<file path="config.mk">
export PLATFORM = sky130hd
export DESIGN_NAME = cmpb_bank
export DESIGN_NICKNAME = d
export VERILOG_FILES = /design/src/cmpb_pkg.sv /design/src/cmpb_bank.sv
export SDC_FILE = /design/constraint.sdc
export NUM_CORES = 1
export LEC_CHECK = 0
export BUFFER_PORTS_ARGS = -buffer_cell sky130_fd_sc_hd__buf_2
export CAP_MARGIN = 20
export CORE_UTILIZATION = 53
export CTS_BUF_LIST = sky130_fd_sc_hd__clkbuf_8
export DETAILED_ROUTE_END_ITERATION = 10
export GPL_ROUTABILITY_DRIVEN = 0
export PLACE_DENSITY_LB_ADDON = 0.3
export SLEW_MARGIN = 20
export SYNTH_ARGS = -nofsm -noshare
export SYNTH_HDL_FRONTEND = slang
export SYNTH_SLANG_ARGS = --single-unit
</file>
<file path="constraint.sdc">
create_clock -name hclk -period 3.94 [get_ports hclk]
set_input_delay 0.591 -clock hclk [delete_from_list [all_inputs] [get_ports hclk]]
set_output_delay 0.591 -clock hclk [all_outputs]
set_load 0.01 [all_outputs]
</file>
<file path="src/cmpb_pkg.sv">
// Package for the comparator control and status bank.
// Assumes a single hclk domain and AHB-Lite register access.
package cmpb_pkg;

    // Number of comparator slots in the largest variant.
    localparam int unsigned NUM_COMP = 3;

    // Register byte offsets, decoded from haddr[7:0].
    localparam logic [7:0] OFS_CTRL1 = 8'h00;
    localparam logic [7:0] OFS_CTRL2 = 8'h04;
    localparam logic [7:0] OFS_CTRL3 = 8'h08;
    localparam logic [7:0] OFS_STAT = 8'h0c;
    localparam logic [7:0] OFS_IRQ_STAT = 8'h10;
    localparam logic [7:0] OFS_IRQ_EN = 8'h14;
    localparam logic [7:0] OFS_IRQ_CLR = 8'h18;
    localparam int unsigned OFS_W = 8;

    // Comparator control register field positions.
    localparam int unsigned CTL_EN_BIT = 15;
    localparam int unsigned CTL_EVT_BIT = 9;
    localparam int unsigned CTL_RES_BIT = 8;
    localparam int unsigned CTL_POL_LSB = 6;
    localparam int unsigned CTL_SEL_LSB = 0;

    // Module status register field positions.
    localparam int unsigned STAT_IDLE_BIT = 15;
    localparam int unsigned STAT_EVT_LSB = 8;
    localparam int unsigned STAT_RES_LSB = 0;

    // Reset values.
    localparam logic [15:0] STAT_RESET = 16'h0000;
    localparam logic [NUM_COMP-1:0] IRQ_RESET = 3'h0;

    // AHB encodings.
    localparam logic [1:0] HTRANS_NONSEQ = 2'h2;
    localparam logic HRESP_OKAY = 1'b0;

    // Inverting input routing codes.
    localparam logic [1:0] SEL_PIN_B = 2'h0;
    localparam logic [1:0] SEL_PIN_C = 2'h1;
    localparam logic [1:0] SEL_PIN_D = 2'h2;
    localparam logic [1:0] SEL_BGBUF = 2'h3;

    // Event polarity modes.
    typedef enum logic [1:0] {
        POL_NONE = 2'h0,
        POL_RISE = 2'h1,
        POL_FALL = 2'h2,
        POL_ANY = 2'h3
    } cmpb_pol_t;

    // One comparator's software-visible control fields.
    typedef struct packed {
        logic enable;
        logic event_flag;
        logic result;
        cmpb_pol_t event_polarity_select;
        logic [1:0] inverting_input_select;
    } cmpb_ctrl_t;

    // One-hot route of the inverting input to the analog mux.
    typedef struct packed {
        logic buffered_bandgap_ref_one;
        logic comp_input_pin_d;
        logic comp_input_pin_c;
        logic comp_input_pin_b;
    } cmpb_route_t;

endpackage

</file>
<file path="src/cmpb_bank.sv">
// Comparator control and status bank with an AHB-Lite register slave.
// Assumes comparator results arrive asynchronously from the analog
// side and idle_mode comes from the power controller on hclk.
//
// What this block does
// Channel select routes inverting input B/C/D/bandgap
// First interrupt fires on any transition
// Later interrupts follow configured event polarity
// Idle stop bit masks interrupts during idle
// Idle stop clear keeps interrupts during idle
// Status bits 10:8 mirror comparator event flags
// Status bits 2:0 mirror comparator outputs
// Event and output status are hardware only
// Unimplemented bits always read as zero
// Comparators 2 and 3 only in large variant
// Status resets to zero, reads have no effects
`timescale 1ns/1ps
`default_nettype none

module cmpb_bank
    import cmpb_pkg::*;
#(
    parameter bit LARGE_VARIANT = 1'b1
) (
    input wire logic hclk, // Bus clock, 10 MHz.
    input wire logic hresetn, // Asynchronous reset, active low.
    input wire logic hsel, // Slave select.
    input wire logic [31:0] haddr, // Byte address.
    input wire logic [1:0] htrans, // Transfer type.
    input wire logic hwrite, // High for write.
    input wire logic [2:0] hsize, // Transfer size, word only.
    input wire logic [31:0] hwdata, // Write data.
    input wire logic hready, // Bus ready.
    output logic [31:0] hrdata, // Read data.
    output logic hreadyout, // Slave ready.
    output logic hresp, // Always OKAY.
    input wire logic [NUM_COMP-1:0] comp_result_raw, // Analog outputs.
    input wire logic idle_mode, // Core is in idle.
    output cmpb_route_t [NUM_COMP-1:0] inverting_route, // Mux steering.
    output logic [NUM_COMP-1:0] comp_enable, // Analog enable.
    output logic irq // Level interrupt.
);

    // Bus phase tracking.
    logic rd_q;
    logic wr_q;
    logic rd_done_q;
    logic [OFS_W-1:0] addr_q;
    logic [31:0] hrdata_q;
    logic addr_phase;

    // Register state.
    logic idle_stop_q;
    logic [NUM_COMP-1:0] irq_stat_q;
    logic [NUM_COMP-1:0] irq_en_q;
    cmpb_ctrl_t [NUM_COMP-1:0] ctrl;
    logic [NUM_COMP-1:0] hit;
    logic [NUM_COMP-1:0] present;
    logic [15:0] stat_word;
    logic [31:0] rd_mux;
    logic irq_gate;

    // Write strobes per register.
    logic wr_stat;
    logic wr_irq_en;
    logic wr_irq_clr;
    logic [NUM_COMP-1:0] wr_ctrl;

    assign addr_phase = hsel && hready && (htrans == HTRANS_NONSEQ);
    assign hresp = HRESP_OKAY;

    // Capture the address phase; only taken while the bus is ready.
    always_ff @(posedge hclk or negedge hresetn) begin
        if (!hresetn) begin
            rd_q <= 1'b0;
            wr_q <= 1'b0;
            addr_q <= '0;
        end else if (hready) begin
            rd_q <= addr_phase && !hwrite;
            wr_q <= addr_phase && hwrite;
            addr_q <= haddr[OFS_W-1:0];
        end
    end

    // Reads take one wait state so that hrdata comes from a flop and
    // also sees a write finished in the cycle before.
    always_ff @(posedge hclk or negedge hresetn) begin
        if (!hresetn) begin
            rd_done_q <= 1'b0;
        end else begin
            rd_done_q <= rd_q && !rd_done_q;
        end
    end

    assign hreadyout = !(rd_q && !rd_done_q);

    // Read data register, loaded in the wait cycle.
    always_ff @(posedge hclk or negedge hresetn) begin
        if (!hresetn) begin
            hrdata_q <= '0;
        end else if (rd_q && !rd_done_q) begin
            hrdata_q <= rd_mux;
        end
    end

    assign hrdata = hrdata_q;

    // Write strobes fire in a zero-wait data phase.
    always_comb begin
        wr_stat = wr_q && hready && (addr_q == OFS_STAT);
        wr_irq_en = wr_q && hready && (addr_q == OFS_IRQ_EN);
        wr_irq_clr = wr_q && hready && (addr_q == OFS_IRQ_CLR);
        wr_ctrl[0] = wr_q && hready && (addr_q == OFS_CTRL1);
        wr_ctrl[1] = wr_q && hready && (addr_q == OFS_CTRL2);
        wr_ctrl[2] = wr_q && hready && (addr_q == OFS_CTRL3);
    end

    // Idle stop control, the only writable status bit.
    always_ff @(posedge hclk or negedge hresetn) begin
        if (!hresetn) begin
            idle_stop_q <= STAT_RESET[STAT_IDLE_BIT];
        end else if (wr_stat) begin
            idle_stop_q <= hwdata[STAT_IDLE_BIT];
        end
    end

    // Comparator slots; small variants build only the first one.
    for (genvar i = 0; i < NUM_COMP; i++) begin : g_comp
        if (i == 0 || LARGE_VARIANT) begin : g_on
            logic [1:0] sync_q;
            logic prev_q;
            logic first_done_q;
            logic en_q;
            logic evt_q;
            cmpb_pol_t pol_q;
            logic [1:0] sel_q;
            logic rise;
            logic fall;
            logic match;
            logic pol_change;

            // Two flops before the analog result is used.
            always_ff @(posedge hclk or negedge hresetn) begin
                if (!hresetn) begin
                    sync_q <= '0;
                    prev_q <= 1'b0;
                end else begin
                    sync_q <= {sync_q[0], comp_result_raw[i]};
                    prev_q <= sync_q[1];
                end
            end

            assign rise = sync_q[1] && !prev_q;
            assign fall = !sync_q[1] && prev_q;
            assign pol_change = wr_ctrl[i] &&
                (hwdata[CTL_POL_LSB+:2] != pol_q);

            // Polarity match for every event after the first.
            always_comb begin
                case (pol_q)
                    POL_RISE: match = rise;
                    POL_FALL: match = fall;
                    POL_ANY: match = rise || fall;
                    default: match = 1'b0;
                endcase
            end

            // Before the first interrupt any edge counts.
            assign hit[i] = en_q && (pol_q != POL_NONE) &&
                (first_done_q ? match : (rise || fall));

            // Control fields written by software.
            always_ff @(posedge hclk or negedge hresetn) begin
                if (!hresetn) begin
                    en_q <= 1'b0;
                    pol_q <= POL_NONE;
                    sel_q <= SEL_PIN_B;
                end else if (wr_ctrl[i]) begin
                    en_q <= hwdata[CTL_EN_BIT];
                    pol_q <= cmpb_pol_t'(hwdata[CTL_POL_LSB+:2]);
                    sel_q <= hwdata[CTL_SEL_LSB+:2];
                end
            end

            // Arms the any-edge first interrupt again after a new
            // polarity or a disable.
            always_ff @(posedge hclk or negedge hresetn) begin
                if (!hresetn) begin
                    first_done_q <= 1'b0;
                end else if (pol_change || !en_q) begin
                    first_done_q <= 1'b0;
                end else if (hit[i]) begin
                    first_done_q <= 1'b1;
                end
            end

            // Event flag: set by hardware wins over a software clear.
            always_ff @(posedge hclk or negedge hresetn) begin
                if (!hresetn) begin
                    evt_q <= 1'b0;
                end else if (hit[i]) begin
                    evt_q <= 1'b1;
                end else if (wr_ctrl[i] && !hwdata[CTL_EVT_BIT]) begin
                    evt_q <= 1'b0;
                end
            end

            always_comb begin
                ctrl[i].enable = en_q;
                ctrl[i].event_flag = evt_q;
                ctrl[i].result = en_q && sync_q[1];
                ctrl[i].event_polarity_select = pol_q;
                ctrl[i].inverting_input_select = sel_q;
            end

            // Decode the channel select into a one-hot analog route.
            always_comb begin
                inverting_route[i] = '0;
                case (sel_q)
                    SEL_BGBUF: inverting_route[i].buffered_bandgap_ref_one = 1'b1;
                    SEL_PIN_D: inverting_route[i].comp_input_pin_d = 1'b1;
                    SEL_PIN_C: inverting_route[i].comp_input_pin_c = 1'b1;
                    default: inverting_route[i].comp_input_pin_b = 1'b1;
                endcase
            end

            assign comp_enable[i] = en_q;
            assign present[i] = 1'b1;
        end else begin : g_off
            // Absent slots read as zero and never raise an event.
            assign ctrl[i] = '0;
            assign hit[i] = 1'b0;
            assign inverting_route[i] = '0;
            assign comp_enable[i] = 1'b0;
            assign present[i] = 1'b0;
        end
    end

    // Interrupt status: sticky, set wins over a write-one clear.
    always_ff @(posedge hclk or negedge hresetn) begin
        if (!hresetn) begin
            irq_stat_q <= IRQ_RESET;
        end else begin
            irq_stat_q <= (irq_stat_q & ~(wr_irq_clr ?
                hwdata[NUM_COMP-1:0] : '0)) | hit;
        end
    end

    // Interrupt enable register.
    always_ff @(posedge hclk or negedge hresetn) begin
        if (!hresetn) begin
            irq_en_q <= IRQ_RESET;
        end else if (wr_irq_en) begin
            irq_en_q <= hwdata[NUM_COMP-1:0] & present;
        end
    end

    // Comparators keep running in idle; only the request is held back
    // so no event is lost, it fires once idle ends.
    assign irq_gate = !(idle_stop_q && idle_mode); // see R04
    assign irq = irq_gate && |(irq_stat_q & irq_en_q);

    // Module status word built from live hardware state.
    always_comb begin
        stat_word = '0;
        stat_word[STAT_IDLE_BIT] = idle_stop_q;
        for (int k = 0; k < NUM_COMP; k++) begin
            stat_word[STAT_EVT_LSB+k] = ctrl[k].event_flag;
            stat_word[STAT_RES_LSB+k] = ctrl[k].result;
        end
    end

    // Read multiplexer; reads only select, they clear nothing.
    always_comb begin
        rd_mux = '0;
        case (addr_q)
            OFS_CTRL1, OFS_CTRL2, OFS_CTRL3: begin
                for (int k = 0; k < NUM_COMP; k++) begin
                    if (addr_q == OFS_W'(k * 4)) begin
                        rd_mux[CTL_EN_BIT] = ctrl[k].enable;
                        rd_mux[CTL_EVT_BIT] = ctrl[k].event_flag;
                        rd_mux[CTL_RES_BIT] = ctrl[k].result;
                        rd_mux[CTL_POL_LSB+:2] = ctrl[k].event_polarity_select;
                        rd_mux[CTL_SEL_LSB+:2] = ctrl[k].inverting_input_select;
                    end
                end
            end
            OFS_STAT: rd_mux[15:0] = stat_word;
            OFS_IRQ_STAT: rd_mux[NUM_COMP-1:0] = irq_stat_q;
            OFS_IRQ_EN: rd_mux[NUM_COMP-1:0] = irq_en_q;
            default: rd_mux = '0;
        endcase
    end

endmodule

`default_nettype wire

</file>
# == Yosys cells after proc, flatten, opt, wreduce, memory -nomap -nowiden ==
# Index checks and enable logic that the tools add are counted.
# word_totals
out_inout_bits,50
reg_bits,61
elab_cells,176
# classes
muxes,45
n_reduce_logical,70
bitwise,4
eq_ne,28
# op_table
cell,n
$logic_and 1x1->1,35
$mux 1,31
$eq 2x2->1 const B,13
$eq 8x5->1 const B,3
$reduce_bool 2->1,9
$eq 8x4->1 const B,2
$reduce_or 3->1,5
$logic_not 1->1,14
$eq 2x1->1 const B,6
$mux 4,3
$pmux 1 s3,4
$eq 8x3->1 const B,1
$logic_not 8->1,1
$pmux 2 s4,1
$pmux 4 s2,1
$and 3x3->3,2
$logic_or 1x1->1,6
$mux 2,3
$ne 2x2->1,3
$mux 3,1
$not 3->3,1
$or 3x3->3,1
$pmux 1 s2,1

# == Longest topological paths before layout ==
# Gate-level depths: netlist of run 1.
# logic_depth
depth_word,8
ltp_mapped,6
mapped_depth_nobuf,5

# == Worst setup path after synthesis of run 1 ==
# Ideal clock, no wire load.
# synth_path
path_type,reg-to-reg
from,register addr_q[4]
to,register g_comp[0].g_on.en_q
arrival_time_ns,1.697
synth_period_minus_slack_ns,1.822
path_slack_ns,2.118
t_required_ns,3.815
path_stages_with_launch,4
path_cell_list,dfrtp_1 -> or4_4 -> nor4_4 -> mux2_2
# synth_between
elab_chain_len,2
# synth_lines
element,line,text
from (decl),cmpb_bank.sv:48,logic [OFS_W-1:0] addr_q;
from (signal assigned),cmpb_bank.sv:81,addr_q <= haddr[OFS_W-1:0];
$logic_not 8->1,cmpb_bank.sv:113,wr_ctrl[0] = wr_q && hready && (addr_q == OFS_CTRL1);
$logic_and 1x1->1,cmpb_bank.sv:113,
to (signal assigned),cmpb_bank.sv:179,en_q <= hwdata[CTL_EN_BIT];
to (decl),cmpb_bank.sv:133,logic en_q;
# No other way between the ends.
# A chain may end at the register's enable or synchronous reset.

# == Worst setup path after layout of run 1 ==
# layout_path
from,register addr_q[2]
to,register g_comp[2].g_on.en_q
# layout_between
elab_chain_len,2
# layout_lines
element,line,text
$eq 8x4->1,cmpb_bank.sv:115,wr_ctrl[2] = wr_q && hready && (addr_q == OFS_CTRL3);
$logic_and 1x1->1,cmpb_bank.sv:115,
to (signal assigned),cmpb_bank.sv:179,
to (decl),cmpb_bank.sv:133,
# No other way between the ends.

==> impl_results.md, run 1 <==
- Detail Placement HPWL: 4310 um
- Path category of the worst min-delay check: input pin to asynchronous set/reset pin
- LEAKAGE: 1.74 nW
- Share of the synthesized area in compound gates (AO/OA/AOI/OAI): 0.0918
- Sequential-to-total area share from yosys stat: 0.480
- Worst IR drop on VDD: 0.000313 V
- Total number of cells along the worst setup path: 3
- DRC Markers: 0
- Unrepaired setup endpoints after global routing: false
- TritonCTS clock tree: yes
- Synth Area in Simple Gates: 0.154
- Total routing usage reported by global routing: 0.227
- Mapped cell area: 2970 um^2
- Transition at the pin with the smallest max-transition slack: 843 ps
- Series of cell instances along the critical path: nor4b_1, and4_1, mux2_2
- Finish-stage setup viols: 0
- Cell accounting for the most synthesized area: dfrtp_1
- Power Dens Cells: 427 nW/um^2
- Die Span Y: 76.9 um
- Clock root buffer master: clkbuf_8
- Die span in x: 76.9 um
- Result of the run: complete, no violations
- Clock latency reported for the late side of the worst-skew pair: 340 ps
- Average via count per standard cell: 5.49
- Upper clock frequency limit: 416 MHz
- Largest buffer count on any clock path: 2
- Initial antenna violation count: 0
- Critical path data arrival time: 2620 ps
- Number of buffers added for setup after CTS: 0
- Number of violations of the max-capacitance limit: 0
- Aggregate routed wire length: 6030 um
- Minimum period implied by the final worst setup slack: 2400 ps
- Normalized max-slew margin: 0.430
- Post-synthesis adder-cell area fraction: 0.0253
- Placed cells: 382
- Num CTS Buffers: 9
- Vias post-DR: 2184
- Storage element area: 1430 um^2
- Net total in the final layout: 407
- Leftover overflow at the end of global routing: 0
- Filler Cells Inserted: 425
- Largest clock skew in the final design: 7.37 ps
- CP delay by family, top: simple AND/OR/NAND/NOR gates
- Iteration-0 DRC Markers: 95
- EDFF count, synth: 0
- Placement row count: 26
- DIE AREA: 5910 um^2
- Average wire per cell in the routed design: 15.2 um
- Antenna Nets Post-Route: 0
- R2r worst-path depth: 3
- Count of pins over their slew limit: 0
- Vias in the first global route: 2036
- Biggest area contributors in the synthesized netlist: dfrtp_1 (48%), mux2_2 (10%), buf_4 (6.8%)
- Peak fanout along the critical path: 22
- Distinct cells, synth: 41
- Share of final-layout standard cells stronger than drive strength 1: 0.302
- Startpoint type of the worst setup path: register
- Post-synthesis mux area share: 0.141
- Effective utilization at floorplan: 0.568
- Mean post-synth cell area: 10.9 um^2
- Hold Fails Final Rpt: 0
- First-pass GRT wire length: 10100 um
- H-tree level count: 3
- Critical path buffer and inverter count: 0
- Top Ports: 128
- Main combinational cell family by area after synthesis: simple AND/OR/NAND/NOR gates
- Clock sinks: 57
- Share of the synthesized area in the top cell type: 0.480
- Maximum single-stage delay on the critical path: 710 ps
- Number of register bits inferred by synthesis: 57
- WP data required: 4160 ps
- Post-synthesis async set-or-reset flop share: 1.00
- Post-route fraction of the period consumed by the critical path: 0.609
- Area of the core region: 5240 um^2
- Xor and xnor fraction of the mapped netlist area: 0.0177
- Post-CTS clock slew at the launch and capture registers of the worst setup and hold paths: 60 ps
- Slowest library cell on the worst path: nor4b_1
- Primary FF master, synth: dfrtp_1
- Non-filler instance count after layout: 398
- Area of combinational cells with multiple inputs: 1370 um^2
- Maximum number of pins on one net before global-route repair: 39
- Nature of the critical path endpoint: register
- Total of warnings raised by yosys: 0
- TNS Setup: 0 ps
- Cells after Synth: 273
- Final antenna diode count: 0
- Relative area change from synthesis to final layout: 15.4%
- Total of buffers placed on input and output ports: 51
- Hold-fix buffers at CTS: 0
- PostCTS Resize Cnt: 0
- First-pass DRT Iterations: 4
- Class of the most critical setup path: register to register
[cells in the final DEF, fill, tap and decap left out, types with 5 or more instances in the layout]
master     n
nand2_1   25
a21o_1     6
nor2_1    15
ha_1       6
mux2_2    27
buf_2     51
a21oi_1    5
o22ai_1    5
clkbuf_8   9
o21ai_0   12
nand3_1    5
nor2b_1    7
conb_1    24
inv_1      9
xnor2_1    6
mux2i_1    8
dfrtp_1   57
[layer usage]
| metal | routed length, um | up-vias | track usage |
|---|---|---|---|
| met5 | 0 | - | 0 |
| met4 | 187 | 0 | 0.108 |
| met3 | 380 | 20 | 0.0869 |
| met2 | 2900 | 83 | 0.352 |
| met1 | 2560 | 1068 | 0.277 |
| li1 | - | 1013 | - |
[cell type report]
cell class                      instances  share of cell area
Sequential cell                        57               0.416
Multi-Input combinational cell        195               0.398
Timing Repair Buffer                   52              0.0766
Clock inverter                          7              0.0390
Clock buffer                            9              0.0361
Tap cell                               70              0.0255
Inverter                                8             0.00876
[flip-flops by register name (all words and copies together) (netlist names), 3 cells and up]
signal                    count
addr_q                        8
g_comp.g_on.en_q              3
g_comp.g_on.evt_q             3
g_comp.g_on.first_done_q      3
g_comp.g_on.pol_q             6
g_comp.g_on.prev_q            3
g_comp.g_on.sel_q             6
g_comp.g_on.sync_q            6
hrdata                        9
irq_en_q                      3
irq_stat_q                    3
[synthesized netlist by cell type (3+ instances only)]
library cell  number
buf_4             27
inv_1              8
clkbuf_1           6
dfrtp_1           57
ha_1               6
and3_1             3
a221oi_1           3
a21oi_1            5
nand3b_1           4
o21ai_0           12
nor2_1            15
o22ai_1            5
mux2i_1            8
a22o_1             4
nand2b_1           4
nor2b_1            7
mux2_2            27
nand3_1            5
a21o_1             6
and2_1             3
a31oi_1            4
nand2_1           25
xnor2_1            6
[per-stage QoR]
stage	hold slack, ps	utilization	setup WS (ps)	total power [mW]	cell area, um^2
6_report	336	0.655	1540	1.47	3430
5_1_grt	329	0.655	1410	1.53	3430
4_1_cts	341	0.655	1550	1.47	3430
3_5_place_dp	341	0.606	1650	0.765	3170
3_3_place_gp	333	0.606	1580	0.762	3170
2_1_floorplan	295	-	2120	0.732	3060
[path summary, 6_finish.rpt]
path,start,to,slack (ps)
setup / recovery,addr_q[2]$_DFFE_PN0P_,g_comp[2].g_on.en_q$_DFFE_PN0P_,1540
max in group asynchronous,hresetn,g_comp[2].g_on.pol_q[0]$_DFFE_PN0P_,2830
hold / removal,hresetn,g_comp[1].g_on.first_done_q$_DFFE_PN0P_,340
hold reg to reg,g_comp[0].g_on.sync_q[0]$_DFF_PN0_,g_comp[0].g_on.sync_q[1]$_DFF_PN0_,350
setup reg to reg,addr_q[2]$_DFFE_PN0P_,g_comp[2].g_on.en_q$_DFFE_PN0P_,1540
min in group hclk,g_comp[0].g_on.sync_q[0]$_DFF_PN0_,g_comp[0].g_on.sync_q[1]$_DFF_PN0_,350
[power breakdown]
part / internal (mW) / switching (mW) / total (mW)
Clock: 0.479 / 0.230 / 0.710
Combinational: 0.0474 / 0.0633 / 0.111
Sequential: 0.609 / 0.0358 / 0.645
[kinds of logic after synthesis]
kind of cell,count (synthesis)
AOI/OAI and AO/OA,42
xor gates and xnor gates,6
adders and majority gates,6
buffers and inverters,44
DFF,57
muxes,37
other,1
and+or+nand+nor,80
Note: power is estimated with default switching activity, not from simulation.
==> run 2: changes to the inputs <==
- ABC_AREA: not set -> 1
- CORE_UTILIZATION: 53 -> 45
- clock period: 3.94 -> 2 ns (I/O delays scaled with it)
==> impl_results.md, run 2 <==
- Hold path endpoint: g_comp[0].g_on.sync_q[0]$_DFF_PN0_
- Crit path setup slack, layout: 397 ps (was 1540 ps)
- RR Endpoint: g_comp[1].g_on.evt_q$_DFFE_PN0P_ (was g_comp[2].g_on.en_q$_DFFE_PN0P_)
- EDFF count, synth: 0 (unchanged)
- Share of final-layout standard cells stronger than drive strength 1: 0.252 (was 0.302)
- Final antenna diode count: 0 (unchanged)
- Final design area excluding fillers: 3590 um^2 (was 3430 um^2)
- Combinational group share of total power: 0.109 (was 0.076)
- Relative area change from synthesis to final layout: 14.7% (was 15.4%)
- Filler Cells Inserted: 628 (was 425)
- Mean post-synth cell area: 8.40 um^2 (was 10.9 um^2)
- Worst Hold Launch: comp_result_raw[0]
- Total routing usage reported by global routing: 0.196 (was 0.227)
- H-tree level count: 3 (unchanged)
- Number of cells on the worst hold path: 1
- Critical path buffer and inverter count: 3 (was 0)
- Internal cell power: 2.06 mW (was 1.14 mW)
- Clock latency reported for the late side of the worst-skew pair: 340 ps (about the same)
- Placement Cell Area: 3360 um^2 (was 3170 um^2)
- Finish-stage setup viols: 0 (unchanged)
- Effective utilization at floorplan: 0.464 (was 0.568)
- Class of the most critical setup path: register to output port (was register to register)
- Power Dens Cells: 765 nW/um^2 (was 427 nW/um^2)
- Maximum single-stage delay on the critical path: 350 ps (was 710 ps)
- Peak fanout along the critical path: 11 (was 22)
- Series of cell instances along the critical path: inv_1, nor2_1, inv_1, buf_2 (was nor4b_1, and4_1, mux2_2)
- Startpoint type of the worst setup path: register (unchanged)
- LEAKAGE: 1.92 nW (was 1.74 nW)
- Minimum period implied by the final worst setup slack: 1600 ps
- Cell accounting for the most synthesized area: dfrtp_1 (unchanged)
- Primary FF master, synth: dfrtp_1 (unchanged)
- Vias post-DR: 2457 (was 2184)
- CP delay by family, top: buffers and inverters (was simple AND/OR/NAND/NOR gates)
- Aggregate routed wire length: 6450 um (was 6030 um)
- Worst setup slack after placement: 451 ps (was 1650 ps)
- Number of violations of the max-capacitance limit: 0 (unchanged)
- Synth top cells by count: nand2_1 (93), dfrtp_1 (57), inv_1 (46) (was dfrtp_1 (57), buf_4 (27), mux2_2 (27))
- Average via count per standard cell: 4.80 (was 5.49)
- Detail Placement HPWL: 4710 um (was 4310 um)
- Placed cells: 495 (was 382)
- Result of the run: complete, no violations (unchanged)
- Path category of the worst min-delay check: input pin to register (was input pin to asynchronous set/reset pin)
- Antenna Nets Post-Route: 0 (unchanged)
- Largest buffer count on any clock path: 2 (unchanged)
- Largest clock skew in the final design: 7.38 ps (was 7.37 ps)
- Number of buffers added for setup after CTS: 0 (unchanged)
- Num CTS Buffers: 9 (unchanged)
- Biggest area contributors in the synthesized netlist: dfrtp_1 (46%), nand2_1 (11%), buf_4 (6.7%) (was dfrtp_1 (48%), mux2_2 (10%), buf_4 (6.8%))
- Hold Fails Final Rpt: 0 (unchanged)
- Switching share of total power: 0.250 (was 0.225)
- Cells after Synth: 373 (was 273)
- Unrepaired setup endpoints after global routing: false (unchanged)
- DRC Markers: 0 (unchanged)
- Nature of the critical path endpoint: output port (was register)
- Net total in the final layout: 511 (was 407)
- Distinct cells, synth: 36 (was 41)
- DIE AREA: 7300 um^2 (was 5910 um^2)
- Storage element area: 1430 um^2 (unchanged)
- Post-CTS clock slew at the launch and capture registers of the worst setup and hold paths: 60 ps (about the same)
- TritonCTS clock tree: yes (unchanged)
- Worst hold margin: 62.7 ps (was 336 ps)
- Post-route fraction of the period consumed by the critical path: 0.802
- Non-filler instance count after layout: 512 (was 398)
- Count of pins over their slew limit: 0 (unchanged)
- Most common cell after layout, fill and taps aside: nand2_1 (was dfrtp_1)
- Start of the worst register-to-register path: addr_q[7]$_DFFE_PN0P_ (was addr_q[2]$_DFFE_PN0P_)
- TNS Setup: 0 ps (unchanged)
- Die Span Y: 85.4 um (was 76.9 um)
- Initial antenna violation count: 0 (unchanged)
- Upper clock frequency limit: 624 MHz
- Post-synthesis async set-or-reset flop share: 1.00 (unchanged)
- Clock sinks: 57 (unchanged)
- Iteration-0 DRC Markers: 158 (was 95)
- Average wire per cell in the routed design: 12.6 um (was 15.2 um)
- Total of buffers placed on input and output ports: 51 (unchanged)
- First-pass GRT wire length: 10900 um (was 10100 um)
- Vias in the first global route: 2357 (was 2036)
- Die span in x: 85.4 um (was 76.9 um)
- Total of warnings raised by yosys: 0 (unchanged)
- Sequential-to-total area share from yosys stat: 0.455 (was 0.480)
- Critical path data arrival time: 1300 ps (was 2620 ps)
- Most frequent cell after synthesis: nand2_1 (was dfrtp_1)
- Relative contribution of sequential cells to total power: 0.458 (was 0.440)
- Clock root buffer master: clkbuf_8 (unchanged)
- Leftover overflow at the end of global routing: 0 (unchanged)
- Mapped cell area: 3130 um^2 (was 2970 um^2)
- Slowest library cell on the worst path: dfrtp_1 (was nor4b_1)
- Share of the synthesized area in the top cell type: 0.455 (was 0.480)
- Placement row count: 30 (was 26)
- Commonest cells after routing, fill and taps aside: nand2_1 (93), dfrtp_1 (57), buf_2 (51) (was dfrtp_1 (57), buf_2 (51), mux2_2 (27))
- Cell mode on critical path: inv_1
- Final core utilization: 0.532 (was 0.655)
- Total power after layout: 2.75 mW (was 1.47 mW)
- Clock share of power: 0.434 (was 0.484)
- R2r worst-path depth: 6 (was 3)
- WP data required: 1700 ps (was 4160 ps)
- Area of the core region: 6760 um^2 (was 5240 um^2)
- Top Ports: 128 (unchanged)
- Maximum number of pins on one net before global-route repair: 58 (was 39)
- Area of combinational cells with multiple inputs: 1350 um^2 (was 1370 um^2)
- Number of register bits inferred by synthesis: 57 (unchanged)
- First-pass DRT Iterations: 4 (unchanged)
- P_sw: 686 uW (was 329 uW)
- Flip-flop count of the largest register after layout: 9 (unchanged)
- Setup slack of the most critical reg-to-reg path: 470 ps (was 1540 ps)
- Worst IR drop on VDD: 0.000423 V (was 0.000313 V)
==> run 2: worst max path at each step <==
stage,startpoint,end,cells after the start
6_report,rd_q$_DFFE_PN0P_,hreadyout,4
4_1_cts,rd_q$_DFFE_PN0P_,hreadyout,4
2_1_floorplan,addr_q[4]$_DFFE_PN0P_,g_comp[1].g_on.sel_q[1]$_DFFE_PN0P_,7
3_5_place_dp,addr_q[1]$_DFFE_PN0P_,g_comp[1].g_on.evt_q$_DFFE_PN0P_,6
3_3_place_gp,addr_q[1]$_DFFE_PN0P_,g_comp[1].g_on.evt_q$_DFFE_PN0P_,6
5_1_grt,rd_q$_DFFE_PN0P_,hreadyout,4
==> run 2: power groups by stage <==
stage          logic [mW]  registers [mW]  clock network (mW)
4_1_cts             0.304            1.26                1.22
3_3_place_gp        0.295            1.28                   0
5_1_grt             0.342            1.26                1.28
6_report            0.299            1.26                1.19
3_5_place_dp        0.301            1.28                   0
2_1_floorplan       0.216            1.28                   0
==> run 2: cell families (layout without fill, tap and decap cells) <==
kind of cell | after synthesis | in the layout | synth area share
AND/OR/NAND/NOR | 161 | 161 | 0.242
buffers and inverters | 85 | 121 | 0.141
flip-flops | 57 | 57 | 0.455
AO/OA/AOI/OAI | 56 | 56 | 0.116
adder cells (fa/ha/maj) | 6 | 6 | 0.0240
XOR/XNOR | 6 | 6 | 0.0168
other | 1 | 24 | 0.00120
multiplexers | 1 | 1 | 0.00360
==> run 2: final cells by class <==
cell class,instances,area share
tap,80,0.0279
sequential,57,0.397
clock buffer,14,0.0536
multi-input combinational,254,0.375
inverter,50,0.0529
timing repair buffer,55,0.0836
clock inverter,2,0.00940
==> run 2: routing by layer <==
layer | vias to the layer above | share of wire | GRT usage
met5 | - | 0 | 0
met3 | 9 | 0.056 | 0.0457
met2 | 80 | 0.46 | 0.296
li1 | 1231 | - | -
met4 | 0 | 0.016 | 0.0939
met1 | 1137 | 0.46 | 0.266
==> run 2: what timing repair did <==
| action | in CTS | in global routing |
|---|---|---|
| resized for setup | 0 | 0 |
| hold endpoints to repair | 57 | 0 |
| hold buffers | 1 | 0 |
